[config.mk]
export PLATFORM = sky130hd
export DESIGN_NAME = gpio_reset_irq_pins
export DESIGN_NICKNAME = d
export VERILOG_FILES = /design/src/rtl/pin_pkg.sv /design/src/rtl/irq_if.sv /design/src/rtl/level_irq_sync.sv /design/src/rtl/gpio_reset_irq_pins.sv
export SDC_FILE = /design/constraint.sdc
export NUM_CORES = 1
export LEC_CHECK = 0
export BUFFER_PORTS_ARGS = -buffer_cell sky130_fd_sc_hd__buf_2
export CORE_MARGIN = 10
export CORE_UTILIZATION = 45
export DETAILED_ROUTE_END_ITERATION = 8
export PLACE_DENSITY = 0.77
export SETUP_SLACK_MARGIN = 0.1
export SLEW_MARGIN = 20
export SYNTH_ARGS = -nofsm -noshare
export SYNTH_HDL_FRONTEND = slang
export SYNTH_SLANG_ARGS = --single-unit
[constraint.sdc]
create_clock -name CLK -period 2.3 [get_ports CLK]
set_input_delay 0.46 -clock CLK [delete_from_list [all_inputs] [get_ports CLK]]
set_output_delay 0.46 -clock CLK [all_outputs]
set_load 0.01 [all_outputs]
[src/rtl/pin_pkg.sv]
// Purpose: Shared constants for the port pin multiplex block
// Assumes: Single 50 MHz clock
// Notes:   Pin functions and reset stretch timing
package pin_pkg;
	localparam int          CLK_MHZ        = 50;
	localparam int          PLL_OFF_CYCLES = 512;
	localparam int          PLL_LOCK_US    = 100;
	localparam int          PLL_LOCK_CYCLES_BASE = PLL_LOCK_US * CLK_MHZ;
	localparam int          PORT_W         = 8;
	localparam int          IRQ_W          = 4;
	localparam int          RST_PIN        = 4;
	localparam logic [7:0]  DIR_RESET      = 8'h10;
	localparam logic [7:0]  OUT_RESET      = 8'h00;
	typedef enum logic [1:0] {
		FN_GPIO   = 2'h0,
		FN_SERIAL = 2'h1,
		FN_ALT    = 2'h3
	} pin_fn_t;
	typedef enum logic [1:0] {
		ST_HOLD    = 2'h0,
		ST_STRETCH = 2'h1,
		ST_RUN     = 2'h3
	} rst_state_t;
endpackage : pin_pkg

[src/rtl/irq_if.sv]
// Purpose: Carries synchronised level interrupts to the main module
// Assumes: Same clock on both ends
// Notes:   Levels only, no pulses
`timescale 1ns/1ns
`default_nettype none
interface irq_if;
	logic [3:0] level;
	modport src (output level);
	modport dst (input level);
endinterface : irq_if
`default_nettype wire

[src/rtl/level_irq_sync.sv]
// Purpose: Three-stage synchroniser for asynchronous interrupt levels
// Assumes: Inputs are asynchronous pins
// Notes:   A change counts once stages two and three agree
`timescale 1ns/1ns
`default_nettype none
module level_irq_sync (
	// Clock and reset
	input  wire logic CLK,
	input  wire logic RST_B,
	// Pins
	input  wire logic [3:0] pin_in,
	// Synchronised levels
	irq_if.src        irq
);
	import pin_pkg::*;
	logic [3:0] s1;
	logic [3:0] s2;
	logic [3:0] s3;
	logic [3:0] level_q;
	always_ff @(posedge CLK) begin
		if (!RST_B) begin
			s1 <= 4'h0;
			s2 <= 4'h0;
			s3 <= 4'h0;
		end else begin
			s1 <= pin_in;   // [RULE_06]
			s2 <= s1;
			s3 <= s2;
		end
	end
	genvar i;
	generate
		for (i = 0; i < 4; i++) begin : g_lvl
			// Level follows pin only, no software clear
			always_ff @(posedge CLK) begin
				if (!RST_B)
					level_q[i] <= 1'b0;
				else if (s2[i] == s3[i])
					level_q[i] <= s3[i];   // [RULE_07]
			end
		end
	endgenerate
	assign irq.level = level_q;
	a_level_follow: assert property (@(posedge CLK) disable iff (!RST_B)
		(s2 == s3) |=> (level_q == $past(s3)))
		else $error("irq level not tracking pin"); // [RULE_07]
endmodule : level_irq_sync
`default_nettype wire

[src/rtl/gpio_reset_irq_pins.sv]
// Purpose: Port A and C pin multiplex with reset indicator and level irqs
// Assumes: All registers on CLK; other domains enter as sampled levels, except CRYSTAL_OUT, which inverts CRYSTAL_IN directly
// Notes:   Serial, DMA and encoding logic sit outside this block
// Summary of operation
// RULE_01: A port C pin shows whether the chip is held in reset.
// RULE_02: PLL off: indicator stays active 512 cycles after reset release.
// RULE_03: PLL on: indicator held 100 us times VCO to crystal ratio.
// RULE_04: After reset the indicator pin is an output, active.
// RULE_05: Four low port C pins serve as level interrupt inputs.
// RULE_06: Interrupt pins are asynchronous and are synchronised first.
// RULE_07: Interrupt stays active until the pin level changes.
// RULE_08: System, crystal reference and bus clock domains are accepted.
// RULE_09: Active low chip reset clears all logic. The PLL strap stages pll_s1 to pll_s3 have no reset here.
// RULE_10: Each pin selects GPIO, serial signal or alternate function.
`timescale 1ns/1ns
`default_nettype none
module gpio_reset_irq_pins #(
	parameter int PLL_RATIO = 4,
	parameter int LOCK_CYCLES = pin_pkg::PLL_LOCK_CYCLES_BASE * PLL_RATIO
) (
	// Clock and reset
	input  wire logic                    CLK,
	input  wire logic                    RST_B,
	input  wire logic                    PLL_ENABLE,
	// Other clock domains as sampled levels; CRYSTAL_OUT inverts CRYSTAL_IN directly
	input  wire logic                    CRYSTAL_IN,
	input  wire logic                    BUS_CLK_IN,
	output logic                         CRYSTAL_OUT,
	output logic                         REF_TICK,
	output logic                         BUS_TICK,
	// Pin configuration
	input  wire logic [15:0]             FN_SEL_A,
	input  wire logic [15:0]             FN_SEL_C,
	input  wire logic [7:0]              GPIO_DIR_A,
	input  wire logic [7:0]              GPIO_DIR_C,
	input  wire logic [7:0]              GPIO_OUT_A,
	input  wire logic [7:0]              GPIO_OUT_C,
	// Serial and alternate sources
	input  wire logic [7:0]              SER_OUT_A,
	input  wire logic [7:0]              SER_OE_A,
	input  wire logic [7:0]              SER_OUT_C,
	input  wire logic [7:0]              SER_OE_C,
	input  wire logic [7:0]              ALT_OUT_A,
	input  wire logic [7:0]              ALT_OE_A,
	input  wire logic [7:0]              ALT_OUT_C,
	input  wire logic [7:0]              ALT_OE_C,
	// Pins, enable low drives
	input  wire logic [7:0]              PORT_A_IN,
	output logic [7:0]                   PORT_A_OUT,
	output logic [7:0]                   PORT_A_OE_B,
	input  wire logic [7:0]              PORT_C_IN,
	output logic [7:0]                   PORT_C_OUT,
	output logic [7:0]                   PORT_C_OE_B,
	// Status
	output logic [7:0]                   PIN_IN_A,
	output logic [7:0]                   PIN_IN_C,
	output logic [3:0]                   LEVEL_IRQ,
	output logic                         CHIP_IN_RESET
);
	import pin_pkg::*;
	localparam int CW = 24;
	localparam logic [CW-1:0] OFF_LAST  = CW'(PLL_OFF_CYCLES - 1);
	localparam logic [CW-1:0] LOCK_LAST = CW'(LOCK_CYCLES - 1);

	irq_if irq ();
	rst_state_t  state;
	logic [CW-1:0] cnt;
	logic        pll_s1, pll_s2, pll_s3, pll_en;
	logic [2:0]  xs, bs;
	logic [7:0]  a_s1, a_s2, c_s1, c_s2;

	function automatic pin_fn_t fn_of(input logic [15:0] sel,
		input int i);
		logic [1:0] v;
		v = sel[2*i +: 2];
		if (v == 2'h1)
			return FN_SERIAL;
		else if (v[1])
			return FN_ALT;
		else
			return FN_GPIO;
	endfunction : fn_of

	level_irq_sync u_sync (
		.CLK    (CLK),
		.RST_B  (RST_B),
		.pin_in (PORT_C_IN[3:0]),   // [RULE_05]
		.irq    (irq.src)
	);
	assign LEVEL_IRQ = irq.level;   // [RULE_05]

	// PLL enable strap, three stages, kept running in reset
	// So the strap is settled when the hold cycle takes it
	always_ff @(posedge CLK) begin
		pll_s1 <= PLL_ENABLE;
		pll_s2 <= pll_s1;
		pll_s3 <= pll_s2;
	end

	// Reset stretch sequencer
	always_ff @(posedge CLK) begin
		if (!RST_B) begin   // [RULE_09]
			state  <= ST_HOLD;
			cnt    <= '0;
			pll_en <= 1'b0;
		end else begin
			case (state)
				ST_HOLD: begin
					if (pll_s2 == pll_s3)
						pll_en <= pll_s3;   // [RULE_03]
					cnt    <= '0;
					state  <= ST_STRETCH;
				end
				ST_STRETCH: begin
					if ((!pll_en && cnt == OFF_LAST) ||   // [RULE_02]
					    (pll_en && cnt == LOCK_LAST))      // [RULE_03]
						state <= ST_RUN;
					else
						cnt <= cnt + 1'b1;
				end
				default: state <= ST_RUN;
			endcase
		end
	end
	assign CHIP_IN_RESET = (state != ST_RUN);   // [RULE_01]

	// Other domains sampled, one-cycle tick on rising edge
	always_ff @(posedge CLK) begin
		if (!RST_B) begin   // [RULE_08]
			xs       <= 3'h0;
			bs       <= 3'h0;
			REF_TICK <= 1'b0;
			BUS_TICK <= 1'b0;
		end else begin
			xs       <= {xs[1:0], CRYSTAL_IN};
			bs       <= {bs[1:0], BUS_CLK_IN};
			REF_TICK <= xs[1] & ~xs[2];
			BUS_TICK <= bs[1] & ~bs[2];
		end
	end
	assign CRYSTAL_OUT = ~CRYSTAL_IN;

	// Input sampling of port pins
	always_ff @(posedge CLK) begin
		if (!RST_B) begin
			a_s1 <= 8'h00;
			a_s2 <= 8'h00;
			c_s1 <= 8'h00;
			c_s2 <= 8'h00;
			PIN_IN_A <= 8'h00;
			PIN_IN_C <= 8'h00;
		end else begin
			a_s1 <= PORT_A_IN;
			a_s2 <= a_s1;
			c_s1 <= PORT_C_IN;
			c_s2 <= c_s1;
			PIN_IN_A <= a_s2;
			PIN_IN_C <= c_s2;
		end
	end

	// Output multiplex per pin
	always_ff @(posedge CLK) begin
		if (!RST_B) begin   // [RULE_04]
			PORT_A_OUT  <= 8'h00;
			PORT_A_OE_B <= 8'hff;
			PORT_C_OUT  <= OUT_RESET;
			PORT_C_OE_B <= ~DIR_RESET;
		end else begin
			for (int i = 0; i < PORT_W; i++) begin
				case (fn_of(FN_SEL_A, i))   // [RULE_10]
					FN_SERIAL: begin
						PORT_A_OUT[i]  <= SER_OUT_A[i];
						PORT_A_OE_B[i] <= ~SER_OE_A[i];
					end
					FN_ALT: begin
						PORT_A_OUT[i]  <= ALT_OUT_A[i];
						PORT_A_OE_B[i] <= ~ALT_OE_A[i];
					end
					default: begin
						PORT_A_OUT[i]  <= GPIO_OUT_A[i];
						PORT_A_OE_B[i] <= ~GPIO_DIR_A[i];
					end
				endcase
				case (fn_of(FN_SEL_C, i))   // [RULE_10]
					FN_SERIAL: begin
						PORT_C_OUT[i]  <= SER_OUT_C[i];
						PORT_C_OE_B[i] <= ~SER_OE_C[i];
					end
					FN_ALT: begin
						PORT_C_OUT[i]  <= ALT_OUT_C[i];
						PORT_C_OE_B[i] <= ~ALT_OE_C[i];
					end
					default: begin
						PORT_C_OUT[i]  <= GPIO_OUT_C[i];
						PORT_C_OE_B[i] <= ~GPIO_DIR_C[i];
					end
				endcase
			end
			// Reset indicator overrides, active low
			if (CHIP_IN_RESET) begin
				PORT_C_OUT[RST_PIN]  <= 1'b0;   // [RULE_01]
				PORT_C_OE_B[RST_PIN] <= 1'b0;   // [RULE_04]
			end
		end
	end

	// Stretch length counter for checks
	logic [CW-1:0] run_len;
	always_ff @(posedge CLK) begin
		if (!RST_B)
			run_len <= '0;
		else if (CHIP_IN_RESET)
			run_len <= run_len + 1'b1;
	end

	a_stretch_off: assert property (@(posedge CLK) disable iff (!RST_B)
		($rose(state == ST_RUN) && !pll_en) |-> run_len == CW'(PLL_OFF_CYCLES + 1))
		else $error("stretch length wrong without pll"); // [RULE_02]
	a_stretch_lock: assert property (@(posedge CLK) disable iff (!RST_B)
		($rose(state == ST_RUN) && pll_en) |-> run_len == CW'(LOCK_CYCLES + 1))
		else $error("stretch length wrong with pll"); // [RULE_03]
	a_indicator_pin: assert property (@(posedge CLK) disable iff (!RST_B)
		$past(CHIP_IN_RESET) |-> (!PORT_C_OUT[RST_PIN] && !PORT_C_OE_B[RST_PIN]))
		else $error("reset indicator not driven"); // [RULE_01]
	a_reset_drive: assert property (@(posedge CLK)
		!RST_B |=> (!PORT_C_OE_B[RST_PIN] && CHIP_IN_RESET))
		else $error("indicator not output after reset"); // [RULE_04]
	a_run_stays: assert property (@(posedge CLK) disable iff (!RST_B)
		(state == ST_RUN) |=> (state == ST_RUN))
		else $error("left run state without reset"); // [RULE_09]
	a_gpio_mux: assert property (@(posedge CLK) disable iff (!RST_B)
		(FN_SEL_A[1:0] == 2'h0) |=> PORT_A_OUT[0] == $past(GPIO_OUT_A[0]))
		else $error("gpio mux wrong"); // [RULE_10]
	a_ser_mux: assert property (@(posedge CLK) disable iff (!RST_B)
		(FN_SEL_A[1:0] == 2'h1) |=> PORT_A_OE_B[0] == !$past(SER_OE_A[0]))
		else $error("serial mux wrong"); // [RULE_10]
	a_irq_path: assert property (@(posedge CLK) disable iff (!RST_B)
		(PORT_C_IN[0] [*6]) |-> LEVEL_IRQ[0])
		else $error("irq pin not reaching output"); // [RULE_05]
	c_stretch_done: cover property (@(posedge CLK) disable iff (!RST_B)
		$fell(CHIP_IN_RESET));
	c_irq_rise: cover property (@(posedge CLK) disable iff (!RST_B)
		$rose(LEVEL_IRQ[3]));
	c_alt_pin: cover property (@(posedge CLK) disable iff (!RST_B)
		FN_SEL_C[13:12] == 2'h3 && !CHIP_IN_RESET);
endmodule : gpio_reset_irq_pins
`default_nettype wire

---- Word-level counts from Yosys, hierarchy flattened ----
Cells that the tools add are included.
operators by class
  add/subtract/negate cells ............... 1
  eq/ne operators ......................... 59
  reduce and logical (&&, ||, !) cells .... 9
  multiplexer cells ....................... 84
  bitwise operators ....................... 54
operators by type and width
  kind                     number
  $mux W2                  49
  $eq A2 B1 Y1 const B     33
  $pmux W1 S2              32
  $not A1 Y1               52
  $pmux W24 S2             1
  $eq A2 B2 Y1 const B     16
  $add A24 B1 Y24 const B  1
  $eq A24 B15 Y1 const B   1
  $eq A24 B9 Y1 const B    1
  $mux W24                 1
  $ne A2 B2 Y1 const B     3
  $eq A1 B1 Y1             5
  $pmux W2 S2              1
  $reduce_and A2 Y1        2
  $and A1 B1 Y1            2
  $logic_and A1 B1 Y1      2
  $logic_not A2 Y1         1
  $reduce_bool A2 Y1       1
  $reduce_or A2 Y1         1
  $logic_not A1 Y1         1
  $logic_or A1 B1 Y1       1
storage, ports and cells
  logic and storage cells ................. 236
  register bits after elaboration ......... 134
  output and inout port bits .............. 56

---- Logic depth before layout (Yosys ltp) ----
Gate-level depths: netlist of the first run.
  depth in word-level cells ............... 5
  gate-level depth with buffers ........... 8
  gate-level depth less buffers ........... 6

---- Cells and area by module ----
Synthesis of the first run repeated with hierarchy kept, for this count alone.
second synthesis, totals
  cells, all modules ...................... 528
  area total of the unflattened synthesis .. 5,037.3 µm²
by module, submodules not included
  module               instances  area an instance (µm²)  cells each  sequential area each (µm²)
  gpio_reset_irq_pins  1          4,555.6                 487         2,362.3
  level_irq_sync       1          481.7                   41          320.3

---- Worst setup path before layout of the first run ----
No wires, ideal clock.
  kind .................................... register -> register
  start point ............................. reg cnt[0]
  end point ............................... reg cnt[6]
  required time ........................... 2,226 ps
  period minus slack after synthesis ...... 1,857 ps
  setup slack ............................. 443 ps
  buffers on the path ..................... 0
  arrival ................................. 1,783 ps
  cell stages (with the launch flop) ...... 7
  setup time .............................. 74 ps
  cells stage by stage .................... dfxtp_1 -> ha_1 -> and4_1 -> nand4_1 -> a21oi_4 -> or4_2 -> a31oi_1
between the ends
  longest elaborated chain between the ends .. 5
ends and longest elaborated chain
  what                                                     RTL line                    RTL
  from (decl)                                              gpio_reset_irq_pins.sv:67   logic [CW-1:0] cnt;
  from (signal assigned)                                   gpio_reset_irq_pins.sv:119  cnt <= cnt + 1'b1;
  branches (longest 5 deep; another with $add A24 B1 Y24)  n/a
Parallel ways; which one is timed is not known. The select of a mux whose other input is x is not followed.
A chain may end at the register's enable or synchronous reset.

---- Worst setup path in the final report of the first run ----
  start point ............................. reg cnt[0]
  end point ............................... reg cnt[7]
Same word-level chain as after synthesis.

==> summary.txt, run 1 <==
Run status
  • Status: completed

Setup path
  • Critical register-to-register path startpoint: cnt[0]
  • WP data arrival: about 2.6 ns
  • WS Path Type: flip-flop to flip-flop
  • Data required time of the critical path: approximately 2.7 ns
  • Critical Path End Type: flip-flop
  • R2R depth: 7
  • Startpoint class of the critical path: flip-flop
  • Maximum fanout encountered on the critical timing path: 13
  • Worst reg-to-reg setup slack: approximately 0.14 ns
  • FF-to-FF End: cnt[7]

Floorplan
  • Vertical die dimension: about 120 µm
  • Cell row count: 37
  • Area enclosed by the die boundary: about 0.015 mm²
  • Floorplan die width: approximately 120 µm
  • Top-Level Pins: slightly above 200
  • Core footprint: between 0.01 and 0.015 mm²
  • Starting utilization of the core area: 46.1%

Yosys
  • Top cell type's share of synthesized area: between 50% and 60%
  • Distinct cells, synth: 45
  • Yosys warning total: 0
  • Synthesized netlist net count: between 600 and 700
  • Number of flops mapped to enable cells by yosys: 0
  • Mapped Avg Cell Area: roughly 9.4 µm²
  • Cell type contributing the most total cell area after synthesis: dfxtp_1
  • Most instantiated flip-flop cell in the synthesis netlist: dfxtp_1
  • Post-synth design cell area: between 0.004 and 0.005 mm²
  • Number of register bits inferred by synthesis: 122
  • Fraction of synthesis flops using an asynchronous set or reset pin: 0%
  • Sequential cell area fraction in the yosys report: between 50% and 60%
  • Number of standard cells after synthesis: just over 500
  • Top area cells in the synthesized netlist: dfxtp_1, mux2i_1, and2_1

Placed design
  • Routability cong.: about 0.9
  • Buffers on Ports: 204
  • Pre-CTS WS: 0.185 ns
  • Final HPWL from detailed placement: 10400 µm

STA
  • Final Skew: ~0.013 ns
  • Transition time of the tightest slew-check pin: about 0.5 ns
  • Total negative slack for setup checks: 0 ns
  • Fmax achieved: around 460 MHz
  • Final Worst Setup Slack: ~0.14 ns
  • Minimum period implied by the final worst setup slack: roughly 2.2 ns
  • Max-slew violations: 0
  • # setup viols final: 0
  • Final period utilization: 93.9%
  • Worst-case headroom to the max-slew limit: 66.6%
  • Setup repair after global routing missed its margin: no
  • Count of final hold-check violations: 0

Global route
  • Number of antenna violations at the first check in global routing: 1
  • Maximum number of pins on one net before global-route repair: between 50 and 60
  • Total global-route track usage: roughly 18%
  • Wire length of the first global-routing pass: roughly 22000 µm
  • Leftover overflow at the end of global routing: 0
  • Via count of the first global-routing pass: 4525

Worst hold path
  • Worst hold path endpoint: pll_s1
  • Number of cells on the worst hold path: 1
  • Hold crit path type: primary input to flip-flop
  • Source of the worst hold timing path: PLL_ENABLE

Final layout
  • Footprint of the flip-flops and latches: roughly 0.0024 mm²
  • Area growth from synthesis to layout: 37.4%
  • Area taken by multi-input logic gates: 0.00214 mm²
  • Fill cells: 851
  • Share of layout cells above drive strength 1: 35.9%
  • Final net count: ~860

Detailed routing
  • Sum of routed wire length over all layers: between 10000 and 15000 µm
  • Drt pass-1 iters: 5
  • Post-DR wirelength/cell: approximately 16 µm
  • DRC violations left: 0
  • Detail Route met3 WL: between 1500 and 2000 µm
  • Detailed-route vias per instance: 5.14
  • Met2 routed wirelength: between 7000 and 8000 µm
  • WL met1: approximately 5000 µm
  • Highest signal layer in the routed design: met4
  • Count of nets left with antenna violations after detail routing: 0
  • Routed vias: around 4400
  • Number of violations reported at the end of detailed-routing iteration 0: about 270

Clocking
  • Clk sink count: around 120
  • Deepest clock path buffer count: 2
  • Clock tree from TritonCTS: built
  • Clock tree root buffer cell: clkbuf_8
  • Clock insertion delay at the later pin of the skew report: slightly above 0.5 ns
  • Clock-pin slew of the registers on the worst-case setup and hold paths: approximately 0.060 ns
  • CTS H-Tree Depth: 4
  • Number of buffers created by CTS: 17

Pwr
  • Post-layout total power: roughly 5500 µW
  • VDD IR max: slightly above 500 µV
  • Lkg Pwr: slightly below 0.003 µW
  • Power density cells: between 800 and 900 mW/mm²

Job
  • Max Cap Viol: 0
[state kept, by name, summed over array words and instances, names as in the netlist]
name	cells
PORT_A_OUT	8
PORT_C_OE_B	8
pll_s1	1
xs	3
pll_en	1
PORT_A_OE_B	8
bs	3
pll_s2	1
c_s2	8
BUS_TICK	1
c_s1	8
a_s1	8
a_s2	8
PIN_IN_A	8
PIN_IN_C	8
state	2
u_sync.irq.level	4
cnt	24
pll_s3	1
REF_TICK	1
PORT_C_OUT	8
[cells by family after synthesis]
logic type,after synthesis,share of synthesized area (%)
AO/OA/AOI/OAI,87,10.9
adder cells (fa/ha/maj),1,0.264
buffers and inverters,31,3.96
flip-flops,122,51.5
multiplexers,41,8.79
AND/OR/NAND/NOR,225,24.5
[routing by layer]
metal  up-vias  global-route usage, %
met3        45                   9.50
met2       239                   31.1
met5         -                      0
li1       2198                      -
met4         0                   8.62
met1      1950                   17.9
[critical path, stage by stage (launching register included)]
cell	delay, ns
dfxtp_1	0.37
ha_2	0.23
and4_2	0.28
nand4_1	0.16
buf_4	0.15
a21oi_4	0.06
or4b_2	0.66
a31oi_1	0.17
[per-stage QoR]
step,hold WS [ns],std cells,area (µm²),utilization (%)
2_1_floorplan,0.310,507,4740,-
3_5_place_dp,0.323,825,5810,56.6
5_1_grt,0.0416,862,6510,63.4
6_report,0.0693,863,6510,63.4
3_3_place_gp,0.313,825,5810,56.6
4_1_cts,0.0480,857,6460,62.9
[final cells by class]
type	count	share of cell area, %
clock inverters	14	3.57
inverters	3	0.173
flip-flops and latches	122	37.5
clock buffers	18	6.42
diodes	2	0.0768
multi-input cells	356	32.9
repair buffers	212	16.8
well taps	136	2.61
[Yosys cell counts (2+ instances only)]
cell type and n:
nor3_1 3, clkbuf_1 16, buf_6 3, nand4_1 12
a211oi_1 2, o311ai_0 2, o21ai_0 28, nor2b_1 2
inv_1 3, and3_1 3, mux2i_1 36, dfxtp_1 122
or3_1 2, o211ai_1 9, nor4_1 7, nand3_1 17
or4_1 8, a31oi_1 12, buf_2 3, clkbuf_8 2
and2_1 53, nor2_1 52, buf_4 2, nand2_1 53
mux2_2 5, a22oi_1 3, a21oi_1 26, and4_1 4
[power by group]
| part | switching, µW | total [µW] | leakage [µW] | internal, µW |
|---|---|---|---|---|
| Sequential | 25.2 | 2220 | 0.00100 | 2200 |
| Clock | 1010 | 2920 | 0.000315 | 1900 |
| Combinational | 197 | 400 | 0.00164 | 203 |
[repair_timing]
item                       CTS  global route
setup endpoints to repair    0            14
hold buffers                 0             0
buffers inserted             0             2
resized for setup            0             3
[layout by cell type, fill, tap and decap left out, types with 5 or more instances in the layout]
cell type and instances:
nor4_1 7, mux2_2 5, nand2_1 53, buf_4 7, buf_2 204, o21ai_0 28, and2_1 53, mux2i_1 36
dfxtp_1 122, bufinv_16 5, nor2_1 52, o211ai_1 9, a21oi_1 26, inv_6 5, nand4_1 12, clkbuf_16 16
nand3_1 17, a31oi_1 12, or4_1 8
[worst max path at each step]
stage           start       to  cells past startpoint  slack [ns]
2_1_floorplan  cnt[0]   cnt[6]                      6        0.44
3_3_place_gp   cnt[0]   cnt[8]                      6        0.28
3_5_place_dp   cnt[1]  cnt[15]                      6        0.18
4_1_cts        cnt[0]   cnt[8]                      6        0.17
5_1_grt        cnt[0]   cnt[7]                      7         0.1
6_report       cnt[0]   cnt[7]                      7        0.14
Note: power is estimated with default switching activity, not from simulation.
==> run 2, diff against run 1 <==
--- a/config.mk
+++ b/config.mk
@@ -7,10 +7,11 @@
 export LEC_CHECK = 0
 export BUFFER_PORTS_ARGS = -buffer_cell sky130_fd_sc_hd__buf_2
 export CORE_MARGIN = 10
-export CORE_UTILIZATION = 45
+export CORE_UTILIZATION = 47
 export DETAILED_ROUTE_END_ITERATION = 8
-export PLACE_DENSITY = 0.77
+export PLACE_DENSITY = 0.8
 export SETUP_SLACK_MARGIN = 0.1
+export SKIP_LAST_GASP = 1
 export SLEW_MARGIN = 20
 export SYNTH_ARGS = -nofsm -noshare
 export SYNTH_HDL_FRONTEND = slang
==> summary.txt, run 2 (synthesis gave the netlist of run 1 again) <==
Global route
  • Maximum number of pins on one net before global-route repair: 78
  • Via count of the first global-routing pass: roughly 4600
  • Leftover overflow at the end of global routing: 0
  • Wire length of the first global-routing pass: roughly 22000 µm
  • Number of antenna violations at the first check in global routing: 0
  • Total global-route track usage: 18.6%

Clocking
  • Post-CTS Hold Buffers: 0
  • Clock tree from TritonCTS: built
  • Clock insertion delay at the later pin of the skew report: about 0.5 ns
  • Clock-pin slew of the registers on the worst-case setup and hold paths: 0.06 ns
  • Deepest clock path buffer count: 2
  • Clk sink count: 122
  • Clock tree root buffer cell: clkbuf_8
  • CTS H-Tree Depth: 4
  • Number of buffers created by CTS: 17

Final layout
  • Share of the core filled with cells in the final layout: ~65%
  • Area growth from synthesis to layout: 35.4%
  • Most frequent cells in the layout: buf_2, dfxtp_1, nand2_1, and2_1, nor2_1
  • Final net count: 860
  • Max FFs per register: 24
  • Top register by number of flip-flops: cnt
  • Most common cell after layout, fill and taps aside: buf_2
  • Share of layout cells above drive strength 1: approximately 36%
  • Ant. Diodes: 0

Setup path
  • Critical Path End Type: flip-flop
  • Count of buffering cells on the critical path with inverters included: 1
  • Peak per-stage delay on the critical path: between 0.6 and 0.7 ns
  • Startpoint class of the critical path: flip-flop
  • WP data arrival: 2.49 ns
  • Crit path max-delay cell type: or4_2
  • Largest delay contributor family on the critical path: simple AND/OR/NAND/NOR gates
  • Data required time of the critical path: 2.72 ns
  • Maximum fanout encountered on the critical timing path: 8
  • CP Cell Sequence: ha_2, and4_4, nand4_1, buf_4, a21oi_2, or4_2, a31oi_1
  • WS Path Type: flip-flop to flip-flop

Detailed routing
  • Routed vias: around 4400
  • Count of nets left with antenna violations after detail routing: 0
  • Post-DR wirelength/cell: roughly 16 µm
  • Detailed-route vias per instance: roughly 5.1
  • Drt pass-1 iters: 5
  • Sum of routed wire length over all layers: ~14000 µm
  • DRC violations left: 0
  • Number of violations reported at the end of detailed-routing iteration 0: roughly 240

Floorplan
  • Top-Level Pins: just over 200
  • Starting utilization of the core area: 48.3%
  • Floorplan die width: roughly 120 µm
  • Vertical die dimension: 120 µm
  • Cell row count: 36
  • Area enclosed by the die boundary: 0.0145 mm²
  • Core footprint: between 0.009 and 0.01 mm²

STA
  • Final period utilization: between 90% and 100%
  • # setup viols final: 0
  • Final Worst Setup Slack: roughly 0.23 ns
  • Total negative slack for setup checks: 0 ns
  • Minimum hold slack: 0.0637 ns
  • Final Skew: a little over 0.008 ns
  • Fmax achieved: around 480 MHz
  • Transition time of the tightest slew-check pin: between 0.6 and 0.7 ns
  • Max-slew violations: 0
  • Count of final hold-check violations: 0
  • Worst-case headroom to the max-slew limit: 59.1%
  • Setup repair after global routing missed its margin: no
  • Minimum period implied by the final worst setup slack: just over 2 ns

Run status
  • Status: completed

Placed design
  • Buffers on Ports: approximately 200
  • Final HPWL from detailed placement: just over 10000 µm
  • Pre-CTS WS: 0.137 ns
  • Routability cong.: 0.904

Job
  • Max Cap Viol: 0

Pwr
  • Lkg Pwr: 0.00290 µW
  • Post-layout total power: around 5000 µW
  • Power density cells: about 800 mW/mm²
  • VDD IR max: 419 µV

Worst hold path
  • Hold crit path type: primary input to flip-flop
==> run 2: cell types whose count changed in the layout (fill, tap and decap cells not counted), moves of 2 or more <==
cell        delta
buf_4          -3
bufinv_16      -3
clkinvlp_4     +5
dfxtp_1        -2
dfxtp_2        +2
diode_2        -2
inv_6          -3
inv_8          -2
==> run 2: stage by stage <==
step	std cells	cell area, µm²
2_1_floorplan	507	4740
3_5_place_dp	821	5820
6_report	856	6420
3_3_place_gp	821	5820
4_1_cts	853	6380
5_1_grt	856	6420
==> run 2: worst paths after layout <==
| path | start | endpoint | slack, ns | cells after the start |
|---|---|---|---|---|
| setup / recovery | cnt[0] | cnt[6] | 0.23 | 7 |
| hold / removal | PLL_ENABLE | pll_s1 | 0.06 | 1 |
| setup reg to reg | cnt[0] | cnt[6] | 0.23 | 7 |
| hold reg to reg | pll_s1 | pll_s2 | 0.34 | 0 |
==> run 2: repair_timing <==
action                                  CTS  global route
endpoints found under the hold margin     0             0
gates resized for setup                   0             6
endpoints found under the setup margin    0            15
buffers inserted                          0             1
==> run 2: per-layer routing <==
layer  vias to the layer above  track usage, %  part of all wire (%)
met3                        20            9.12                    11
met1                      1994            18.2                    36
met5                         -               0                     0
met2                       186            33.6                    52
li1                       2195               -                     -
met4                         0            5.73                   1.2
==> run 2: where the power goes <==
group,internal (µW),switching (µW),total (µW)
registers,2200,24.3,2220
clock network,1550,950,2500
logic,202,192,394
total,3940,1170,5110
==> run 2: cell type report <==
cell class / instances / area (µm²)
Clock buffer: 19 / 422
Multi-Input combinational cell: 356 / 2140
Clock inverter: 13 / 145
Timing Repair Buffer: 210 / 1090
Inverter: 3 / 11.3
Fill cell: 832 / 3400
Sequential cell: 122 / 2440
Tap cell: 133 / 166
